[src/pkg/power_seq_pkg.sv]
/*
  constants for the module power state sequencer: debounce and
  sequencing times, reset stretch and warning lead counts.
  assumes a 50 MHz always-on reference clock.
*/
package power_seq_pkg;

  localparam int unsigned CLK_PERIOD_NS   = 20;
  // debounce settle time for push-buttons and switches
  localparam int unsigned DEBOUNCE_US     = 10;
  localparam int unsigned DEBOUNCE_CYC    =
    (DEBOUNCE_US * 1000) / CLK_PERIOD_NS;
  // system reset stretch after power good or reset press
  localparam int unsigned RESET_HOLD_US   = 20;
  localparam int unsigned RESET_HOLD_CYC  =
    (RESET_HOLD_US * 1000 + CLK_PERIOD_NS - 1) / CLK_PERIOD_NS;
  // suspend warning lead before entering a sleep state
  localparam int unsigned WARN_LEAD_US    = 2;
  localparam int unsigned WARN_LEAD_CYC   =
    (WARN_LEAD_US * 1000 + CLK_PERIOD_NS - 1) / CLK_PERIOD_NS;
  localparam int unsigned CNT_W           = 16;

  // input indices of the debounced group
  localparam int unsigned IDX_POWER_BUTTON_N      = 0;
  localparam int unsigned IDX_RSTBTN      = 1;
  localparam int unsigned IDX_PCIE_WAKE   = 2;
  localparam int unsigned IDX_GEN_WAKE    = 3;
  localparam int unsigned IDX_LID         = 4;
  localparam int unsigned IDX_SLEEP       = 5;
  localparam int unsigned N_IN            = 6;

  typedef enum logic [2:0] {
    ST_OFF,
    ST_WAIT_PG,
    ST_RESET,
    ST_WORK,
    ST_WARN_S3,
    ST_SLEEP,
    ST_WARN_S5
  } pstate_t;

endpackage : power_seq_pkg

[src/verilog/input_debouncer.sv]
/*
  one input: two-flop synchroniser, then a counter that accepts a new
  level only after it has been stable for the settle count.
  assumes the input is an idle-high active-low pin (pull-up).
*/
`timescale 1ns/10ps
module input_debouncer
  import power_seq_pkg::*;
#(
  parameter int unsigned SETTLE = DEBOUNCE_CYC
) (
  // clock and reset
  input  wire logic i_ref_clk,
  input  wire logic i_nrst,
  // raw pin and cleaned level
  input  wire logic i_pin,
  output logic      o_level
);

  typedef struct packed {
    logic             s1;
    logic             s2;
    logic             level;
    logic [CNT_W-1:0] cnt;
  } deb_t;

  deb_t cur;
  deb_t next_cur;

  //--------------------------------------------------------------------
  // synchronise and filter
  //--------------------------------------------------------------------
  always_comb begin
    next_cur    = cur;
    next_cur.s1 = i_pin;
    next_cur.s2 = cur.s1;
    if (cur.s2 == cur.level) begin
      next_cur.cnt = '0;
    end else if (cur.cnt >= CNT_W'(SETTLE - 1)) begin
      next_cur.level = cur.s2;
      next_cur.cnt   = '0;
    end else begin
      next_cur.cnt = cur.cnt + CNT_W'(1);
    end
  end

  always_ff @(posedge i_ref_clk or negedge i_nrst) begin
    if (!i_nrst) begin
      cur <= '{s1: 1'b1, s2: 1'b1, level: 1'b1, cnt: '0};
    end else begin
      cur <= next_cur;
    end
  end

  assign o_level = cur.level;
endmodule : input_debouncer

[src/verilog/module_power_state_sequencer.sv]
/*
  power state and reset sequencer of a compact computer module.
  assumes all carrier-side pins are idle-high active-low pulled-up
  inputs except power good, and a free-running always-on clock.
*/
`timescale 1ns/10ps
module module_power_state_sequencer
  import power_seq_pkg::*;
#(
  parameter int unsigned SETTLE     = DEBOUNCE_CYC,
  parameter int unsigned RESET_HOLD = RESET_HOLD_CYC,
  parameter int unsigned WARN_LEAD  = WARN_LEAD_CYC
) (
  // clock and reset
  input  wire logic i_ref_clk,
  input  wire logic i_nrst,
  // carrier buttons and switches
  input  wire logic i_power_button_n,
  input  wire logic i_reset_button_n,
  input  wire logic i_lid_switch_n,
  input  wire logic i_sleep_button_n,
  // wake sources and supply status
  input  wire logic i_pcie_wake_n,
  input  wire logic i_general_wake_n,
  input  wire logic i_power_good_in,
  // status and reset outputs
  output logic      o_carrier_reset_out_n,
  output logic      o_suspend_warning_n,
  output logic      o_suspend_ram_state_n,
  output logic      o_hibernate_state_n,
  output logic      o_soft_off_state_n
);

  //--------------------------------------------------------------------
  // input conditioning
  //--------------------------------------------------------------------
  logic [N_IN-1:0] raw_n;
  logic [N_IN-1:0] clean_n;

  assign raw_n[IDX_POWER_BUTTON_N]    = i_power_button_n;
  assign raw_n[IDX_RSTBTN]    = i_reset_button_n;
  assign raw_n[IDX_PCIE_WAKE] = i_pcie_wake_n;
  assign raw_n[IDX_GEN_WAKE]  = i_general_wake_n;
  assign raw_n[IDX_LID]       = i_lid_switch_n;
  assign raw_n[IDX_SLEEP]     = i_sleep_button_n;

  // floating pins read high and so never leave the idle level
  for (genvar g = 0; g < N_IN; g++) begin : g_deb
    input_debouncer #(
      .SETTLE (SETTLE)
    ) u_deb (
      .i_ref_clk (i_ref_clk),
      .i_nrst    (i_nrst),
      .i_pin     (raw_n[g]),
      .o_level   (clean_n[g])
    );
  end

  typedef struct packed {
    logic             pg_s1;
    logic             pg_s2;
    logic [N_IN-1:0]  prev_n;
    pstate_t          st;
    logic [CNT_W-1:0] cnt;
    logic             rst_n;
    logic             warn_n;
    logic             s3_n;
    logic             s5_n;
  } seq_t;

  seq_t cur;
  seq_t next_cur;

  logic [N_IN-1:0] press;
  logic            pg;
  logic            wake;
  logic            toggle_sleep;

  // one event per falling edge of a debounced level
  assign press        = cur.prev_n & ~clean_n;
  assign pg           = cur.pg_s2;
  assign wake         = press[IDX_PCIE_WAKE] | press[IDX_GEN_WAKE];
  assign toggle_sleep = press[IDX_LID] | press[IDX_SLEEP];

  //--------------------------------------------------------------------
  // sequencer
  //--------------------------------------------------------------------
  always_comb begin
    next_cur        = cur;
    next_cur.pg_s1  = i_power_good_in;
    next_cur.pg_s2  = cur.pg_s1;
    next_cur.prev_n = clean_n;
    next_cur.cnt    = cur.cnt + CNT_W'(1);
    case (cur.st)
      ST_OFF: begin
        next_cur.cnt = '0;
        if (press[IDX_POWER_BUTTON_N] || wake) begin
          next_cur.st = ST_WAIT_PG;
        end
      end
      ST_WAIT_PG: begin
        next_cur.cnt = '0;
        if (press[IDX_POWER_BUTTON_N]) begin
          next_cur.st = ST_OFF;
        end else if (pg) begin
          next_cur.st = ST_RESET;
        end
      end
      ST_RESET: begin
        if (!pg) begin
          next_cur.st  = ST_WAIT_PG;
          next_cur.cnt = '0;
        end else if (press[IDX_POWER_BUTTON_N]) begin
          next_cur.st  = ST_WARN_S5;
          next_cur.cnt = '0;
        end else if (cur.cnt >= CNT_W'(RESET_HOLD - 1)) begin
          next_cur.st  = ST_WORK;
          next_cur.cnt = '0;
        end
      end
      ST_WORK: begin
        next_cur.cnt = '0;
        if (!pg) begin
          next_cur.st = ST_WAIT_PG;
        end else if (press[IDX_POWER_BUTTON_N]) begin
          next_cur.st = ST_WARN_S5;
        end else if (press[IDX_RSTBTN]) begin
          next_cur.st = ST_RESET;
        end else if (toggle_sleep) begin
          next_cur.st = ST_WARN_S3;
        end
      end
      ST_WARN_S3: begin
        if (cur.cnt >= CNT_W'(WARN_LEAD - 1)) begin
          next_cur.st  = ST_SLEEP;
          next_cur.cnt = '0;
        end
      end
      ST_SLEEP: begin
        next_cur.cnt = '0;
        if (press[IDX_POWER_BUTTON_N] || toggle_sleep || wake) begin
          next_cur.st = ST_WAIT_PG;
        end
      end
      ST_WARN_S5: begin
        if (cur.cnt >= CNT_W'(WARN_LEAD - 1)) begin
          next_cur.st  = ST_OFF;
          next_cur.cnt = '0;
        end
      end
      default: begin
        next_cur.st  = ST_OFF;
        next_cur.cnt = '0;
      end
    endcase
    // outputs registered from the next state
    next_cur.rst_n  = (next_cur.st == ST_WORK) ||
                      (next_cur.st == ST_WARN_S3) ||
                      (next_cur.st == ST_WARN_S5);
    next_cur.warn_n = !((next_cur.st == ST_WARN_S3) ||
                        (next_cur.st == ST_WARN_S5) ||
                        (next_cur.st == ST_SLEEP) ||
                        (next_cur.st == ST_OFF));
    next_cur.s3_n   = !((next_cur.st == ST_SLEEP) ||
                        (next_cur.st == ST_OFF));
    next_cur.s5_n   = (next_cur.st != ST_OFF);
  end

  always_ff @(posedge i_ref_clk or negedge i_nrst) begin
    if (!i_nrst) begin
      cur <= '{pg_s1: 1'b0, pg_s2: 1'b0, prev_n: '1, st: ST_OFF,
               cnt: '0, rst_n: 1'b0, warn_n: 1'b0, s3_n: 1'b0,
               s5_n: 1'b0};
    end else begin
      cur <= next_cur;
    end
  end

  assign o_carrier_reset_out_n = cur.rst_n;
  assign o_suspend_warning_n   = cur.warn_n;
  assign o_suspend_ram_state_n = cur.s3_n;
  assign o_soft_off_state_n    = cur.s5_n;
  assign o_hibernate_state_n   = cur.s5_n;
endmodule : module_power_state_sequencer

[config.mk]
export PLATFORM = sky130hd
export DESIGN_NAME = module_power_state_sequencer
export DESIGN_NICKNAME = d
export VERILOG_FILES = /design/src/pkg/power_seq_pkg.sv /design/src/verilog/input_debouncer.sv /design/src/verilog/module_power_state_sequencer.sv
export SDC_FILE = /design/constraint.sdc
export NUM_CORES = 1
export LEC_CHECK = 0
export ABC_AREA = 1
export BUFFER_PORTS_ARGS = -buffer_cell sky130_fd_sc_hd__clkbuf_2
export CAP_MARGIN = 40
export CORE_MARGIN = 1.5
export CORE_UTILIZATION = 55
export CTS_BUF_LIST = sky130_fd_sc_hd__clkbuf_8
export DETAILED_ROUTE_END_ITERATION = 10
export PLACE_DENSITY = 0.7
export SYNTH_ARGS = -nofsm -noshare
export SYNTH_HDL_FRONTEND = slang
export SYNTH_SLANG_ARGS = --single-unit
[constraint.sdc]
create_clock -name i_ref_clk -period 1.8 [get_ports i_ref_clk]
set_input_delay 0.27 -clock i_ref_clk [delete_from_list [all_inputs] [get_ports i_ref_clk]]
set_output_delay 0.27 -clock i_ref_clk [all_outputs]
set_load 0.01 [all_outputs]
==> results.md, run 1 <==
- Worst R2R End: o_suspend_ram_state_n
- Outcome: complete, no violations
- Root Driver: clkbuf_8
- Worst flop-to-flop path startpoint: cur[4]
- Final nets: 646
- Synth-to-Final Area Change: 17.60%
- WP data arrival: 2.01 ns
- Vias in the first global route: 3731
- Core area: 10180 um2
- Initial DRT Pass Iterations: 6
- Count of cell types in the netlist: 39
- Comb pwr share: 0.098
- FP Rows: 37
- Setup crit start: cur[4]
- Final WS setup: 0.1254 ns
- Max-cap violations: 0
- Syn Area/Cell: 10.58 um2
- Setup WS pre-CTS: 0.1352 ns
- Die span in y: 104.9 um
- Yosys reg bits: 145
- Cells after Synth: 540
- Clk Latency, worst-skew pair: 0.43 ns
- Die area: 11010 um2
- RSZ-0062 raised after global routing: true
- Clk pwr share: 0.399
- GR Util All Layers: 0.1807
- Grt ovf: 0
- Filler cells: 816
- Final setup fails: 0
- CTS tree: built
- DRC Markers: 0
- Setup bufs post-CTS: 0
- Crit. End Element: flop
- Final min period: 1.675 ns
- Critical path class: reg -> reg
- Max frequency: 0.5972 GHz
- Cell-internal power: 0.005246 W
- Clock slew at reported path FFs: 0.08 ns
- Sink Count: 145
- Antenna violations before repair: 0
- Vias per cell: 4.768
- Final Hold Fails: 0
- DR iter-0 viols: 148
- Diode count: 0
- Setup Skew: 0.008240 ns
- Maximum vdd drop: 784.7 uV
- Synth warn: 0
- GP Congestion: 0.8373
- Worst Hold Slack: 0.3094 ns
- Sequential share of power: 0.504
- Vias: 3714
- Share of post-route cells with drive strength above 1: 0.1664
- R2r setup slk: 0.13 ns
- DP Area: 6176 um2
- Period utilization: 0.9303
- CTS Buf Count: 17
- WL per Instance: 11.14 um
- PwrDens: 1044 nW/um2
- Post-Syn Area: 5715 um2
- Chip width: 104.9 um
- Worst r2r path cells: 11
- Final WL: 8681 um
- Initial Util: 0.5612
- Routed Antenna Nets: 0
- Crit path required time: 2.14 ns
- Lkg Pwr: 3.100 nW
- Longest Clk Path Bufs: 2
- Seq/Total Area, Yosys: 0.6401
- Port buffer count: 13
- H-tree depth: 4
- Top cells by area, synth: dfrtp_1 (53%), dfstp_2 (11%), nor2_1 (5.6%)
- Post-route cell area: 6721 um2
- Top-area cell type share of the netlist area: 0.5298
- Pin count of the biggest net entering global routing: 43
- CP startpoint kind: flop
- Sw Pwr: 0.001769 W
- First-pass GRT wire length: 15680 um
- IO Pins: 14
- Placed wire-length estimate: 5882 um
- Sw Share: 0.2522
- Slew Viols, Final: 0
- Type of the worst min-delay path: in -> async
- Biggest area consumer among synthesized cells: dfrtp_1
- Critical-path maximum fanout: 4
[flip-flops by register name, summed over array words and instances (netlist names)]
signal,count
g_deb.u_deb.cur,108
cur,26
g_deb.u_deb.o_level,6
o_carrier_reset_out_n,1
o_hibernate_state_n,1
o_suspend_ram_state_n,1
o_suspend_warning_n,1
pg,1
[cell type report]
class	instances	area (um2)	area share
multi-input combinational	388	2041	0.3036
sequential	145	3659	0.5443
inverter	53	198.9	0.02960
clock buffer	18	247.7	0.03686
timing repair buffer	25	206.4	0.03071
clock inverter	14	198.9	0.02960
tap	136	170.2	0.02532
[cell usage after synthesis, drive strengths merged]
cell,n
o22ai,1
nor3b,12
o21ai,2
o211ai,3
xor2,22
o21bai,2
or2,4
nand2,86
buf,1
nand4,3
clkbuf,1
nor3,21
conb,1
ha,7
nand3b,1
a31oi,8
a21boi,1
dfstp,24
a21oi,30
nor4,7
a211oi,3
and3,4
o21a,1
inv,53
dfrtp,121
nand3,29
nor2,89
xnor2,3
[worst max-delay path: stages, from the launching register on]
cell	delay [ns]
dfrtp_1	0.40
ha_1	0.22
nor2_2	0.12
nand2_1	0.09
nand2_1	0.07
nand3_1	0.15
nand2_1	0.12
nand3_1	0.12
nor2_4	0.14
nand2_2	0.07
nand2_1	0.06
inv_1	0.03
[worst max path at each step]
stage	slack, ns	cells after the start	end
6_report	0.13	11	o_suspend_ram_state_n
5_1_grt	-0.02	10	o_suspend_warning_n
4_1_cts	0.11	8	cur[6]
3_5_place_dp	0.14	8	cur[6]
3_3_place_gp	0.21	6	g_deb[2].u_deb.cur[7]
2_1_floorplan	0.27	6	g_deb[2].u_deb.cur[7]
[stage by stage]
step / cells / util / TNS [ns] / power (W)
after global routing: 779 / 0.6600 / -0.02618 / 0.007373
final: 779 / 0.6600 / 0 / 0.007015
after detailed placement: 738 / 0.6064 / 0 / 0.004263
after global placement: 738 / 0.6064 / 0 / 0.004249
after floorplan: 587 / - / 0 / 0.004046
after CTS: 778 / 0.6581 / 0 / 0.007103
[metal layers]
layer | vias to the layer above | global-route usage | part of all wire
met4 | 0 | 0.07632 | 0.011
met1 | 1766 | 0.2276 | 0.47
met5 | - | 0 | 0
li1 | 1893 | - | -
met2 | 45 | 0.2880 | 0.49
met3 | 10 | 0.05864 | 0.034
[power groups by stage]
stage,logic [W],registers [W],clock network [W]
3_3_place_gp,0.000661,0.00359,0
4_1_cts,0.000683,0.00353,0.00289
5_1_grt,0.000792,0.00355,0.00303
3_5_place_dp,0.000668,0.00359,0
2_1_floorplan,0.000451,0.00360,0
6_report,0.000685,0.00353,0.00280
[logic make-up after synthesis]
group	Yosys count	share of synthesized area
fa+ha+maj	7	0.01532
xor+xnor	25	0.03831
buf+inv	55	0.03700
simple gates	256	0.2150
flops	145	0.6401
other cells	1	0.0006561
compound gates	51	0.05363
[cell usage in the layout, fill, tap and decap left out, types with 2 or more instances in the layout]
cell / instances
and3_1: 4
clkbuf_2: 12
o211ai_2: 3
buf_12: 2
nor4_2: 6
nor3_1: 20
a31oi_1: 8
o21bai_1: 2
nor3b_1: 12
inv_2: 5
nand4_1: 2
nand2_1: 83
dfstp_2: 24
inv_1: 49
a211oi_1: 2
nand2_2: 4
or2_1: 2
xnor2_1: 3
conb_1: 48
clkbuf_8: 18
or2_2: 2
nor2_2: 4
nor2_4: 2
inv_6: 6
clkinv_4: 2
xor2_1: 22
buf_4: 2
a21oi_1: 30
ha_1: 7
nand3_2: 5
nor2_1: 83
bufinv_16: 4
nand3_1: 23
dlygate4sd3_1: 8
dfrtp_1: 121
[repair_timing]
action                     in CTS  in global routing
setup endpoints to repair       0                  3
resized for setup               0                  4
hold endpoints to repair       40                  0
hold buffers                    8                  0
(Power assumes the default switching activity.)
==> run 2, diff against run 1 <==
- SETUP_SLACK_MARGIN: default -> 0.2
- clock period: 1.8 -> 2 ns (I/O delays scaled with it)
==> results.md, run 2 (synthesis results as in run 1) <==
- Period utilization: 0.8420 (-0.08837)
- Crit path required time: 2.37 ns (+0.23 ns)
- Vias in the first global route: 3737 (+0.16%)
- Initial DRT Pass Iterations: 4 (-2)
- R2r setup slk: 0.32 ns (+0.19 ns)
- FP Rows: 37 (unchanged)
- Slew Viols, Final: 0 (unchanged)
- IO Pins: 14 (unchanged)
- RSZ-0062 raised after global routing: false
- Clk Latency, worst-skew pair: 0.44 ns (about the same)
- Setup crit start: g_deb[2].u_deb.cur[0]
- WP data arrival: 2.05 ns (+0.04 ns)
- Largest Register: g_deb.u_deb.cur
- Critical-path maximum fanout: 9 (+5)
- Final min period: 1.684 ns (+0.009323 ns)
- Commonest cells after routing, fill and taps aside: dfrtp_1 (121), nor2_1 (83), nand2_1 (82)
- Setup Skew: 0.008015 ns (-0.0002249 ns)
- Max frequency: 0.5938 GHz (-0.55%)
- Share of post-route cells with drive strength above 1: 0.1703 (+0.003905)
- Antenna violations before repair: 0 (unchanged)
- PwrDens: 914.2 nW/um2 (-12%)
- Setup tns final: 0 ns (unchanged)
- Port buffer count: 13 (unchanged)
- Final Hold Fails: 0 (unchanged)
- First-pass GRT wire length: 15630 um (-0.35%)
- Met3 usage: 0.05614 (-0.002495)
- Maximum vdd drop: 822.4 uV (+4.8%)
- Chip width: 104.9 um (unchanged)
- DRC Markers: 0 (unchanged)
- Outcome: complete, no violations
- Pin count of the biggest net entering global routing: 66 (+53%)
- Worst r2r path cells: 6 (-5)
- M1 GR Usage: 0.2277 (about the same)
- Critical path class: reg -> reg
- CP startpoint kind: flop
- Worst flop-to-flop path startpoint: g_deb[2].u_deb.cur[0]
- Die span in y: 104.9 um (unchanged)
- Vias: 3675 (-1.1%)
- Filler cells: 815 (-0.12%)
- Grt ovf: 0 (unchanged)
- Final WL: 8641 um (-0.46%)
- Die area: 11010 um2 (unchanged)
- Vias per cell: 4.736 (-0.67%)
- Final setup fails: 0 (unchanged)
- CTS tree: built
- Setup bufs post-CTS: 0 (unchanged)
- Final design utilization: 0.6553 (-0.004668)
- Clock slew at reported path FFs: 0.08 ns (about the same)
- Final WS setup: 0.3161 ns (+0.1907 ns)
- Setup WS pre-CTS: 0.3158 ns (+0.1806 ns)
- Crit. End Element: flop
- Placed wire-length estimate: 5894 um (+0.20%)
- Synth-to-Final Area Change: 16.77%
- Worst Hold Slack: 0.2976 ns (-0.01177 ns)
- H-tree depth: 4 (unchanged)
- GP Congestion: 0.8240 (-1.6%)
- GR Util All Layers: 0.1808 (about the same)
- Max-cap violations: 0 (unchanged)
- Final nets: 643 (-0.46%)
- WL per Instance: 11.14 um (about the same)
- Commonest non-fill, non-tap cell in the layout: dfrtp_1
- DR iter-0 viols: 117 (-21%)
- Routed Antenna Nets: 0 (unchanged)
- GR peak layer: met2
- DP Area: 6161 um2 (-0.24%)
- Met2 Use GR: 0.2871 (-0.0009337)
- Max reg flops: 108 (unchanged)
- Lkg Pwr: 3.065 nW (-1.1%)
- Sink Count: 145 (unchanged)
- Diode count: 0 (unchanged)
- Longest Clk Path Bufs: 2 (unchanged)
- Initial Util: 0.5612 (unchanged)
- Root Driver: clkbuf_8
- Core area: 10180 um2 (unchanged)
- Post-route cell area: 6674 um2 (-0.71%)
- Type of the worst min-delay path: in -> async
- CTS Buf Count: 17 (unchanged)
==> run 2: power breakdown <==
group | leakage, nW | internal [W] | switching [W]
clock | 0.205 | 0.00115 | 0.00116
sequential | 1.82 | 0.00309 | 0.0000885
combinational | 1.05 | 0.000211 | 0.000400
==> run 2: layout make-up <==
| type | instances | area (um2) | share of cell area |
|---|---|---|---|
| clock buffers | 17 | 234.0 | 0.03506 |
| clock inverters | 15 | 173.9 | 0.02606 |
| inverters | 53 | 198.9 | 0.02981 |
| multi-input cells | 387 | 2047 | 0.3067 |
| flip-flops and latches | 145 | 3659 | 0.5482 |
| well taps | 136 | 170.2 | 0.02550 |
| repair buffers | 23 | 191.4 | 0.02868 |
==> run 2: layer usage <==
metal | vias to the layer above | share of wire
met4 | 0 | 0.016
met2 | 35 | 0.49
met3 | 11 | 0.029
met1 | 1746 | 0.46
met5 | - | 0
li1 | 1883 | -
==> run 2: per-stage QoR <==
| step | power (W) | cells |
|---|---|---|
| after floorplan | 0.003641 | 587 |
| after global placement | 0.003824 | 736 |
| after detailed placement | 0.003841 | 736 |
| after CTS | 0.006189 | 776 |
| after global routing | 0.006398 | 776 |
| final | 0.006101 | 776 |
==> run 2: timing repair <==
item / in CTS / in global routing
hold buffers: 8 / 0
endpoints found under the setup margin: 0 / 6
endpoints found under the hold margin: 33 / 0
gates resized for setup: 0 / 6
==> run 2: path summary, 6_finish.rpt <==
kind | endpoint
max | g_deb[2].u_deb.cur[7]
min | g_deb[3].u_deb.cur[7]
max reg2reg | g_deb[2].u_deb.cur[7]
min reg2reg | g_deb[5].u_deb.cur[17]
max in group asynchronous | cur[23]
min in group i_ref_clk | g_deb[5].u_deb.cur[17]
==> run 2: critical path: stages, from the launching register on <==
cell      delay [ns]
dfrtp_1         0.40
ha_1            0.25
or2_1           0.25
o211ai_2        0.25
nand3_4         0.16
o21bai_1        0.20
a21oi_1         0.10
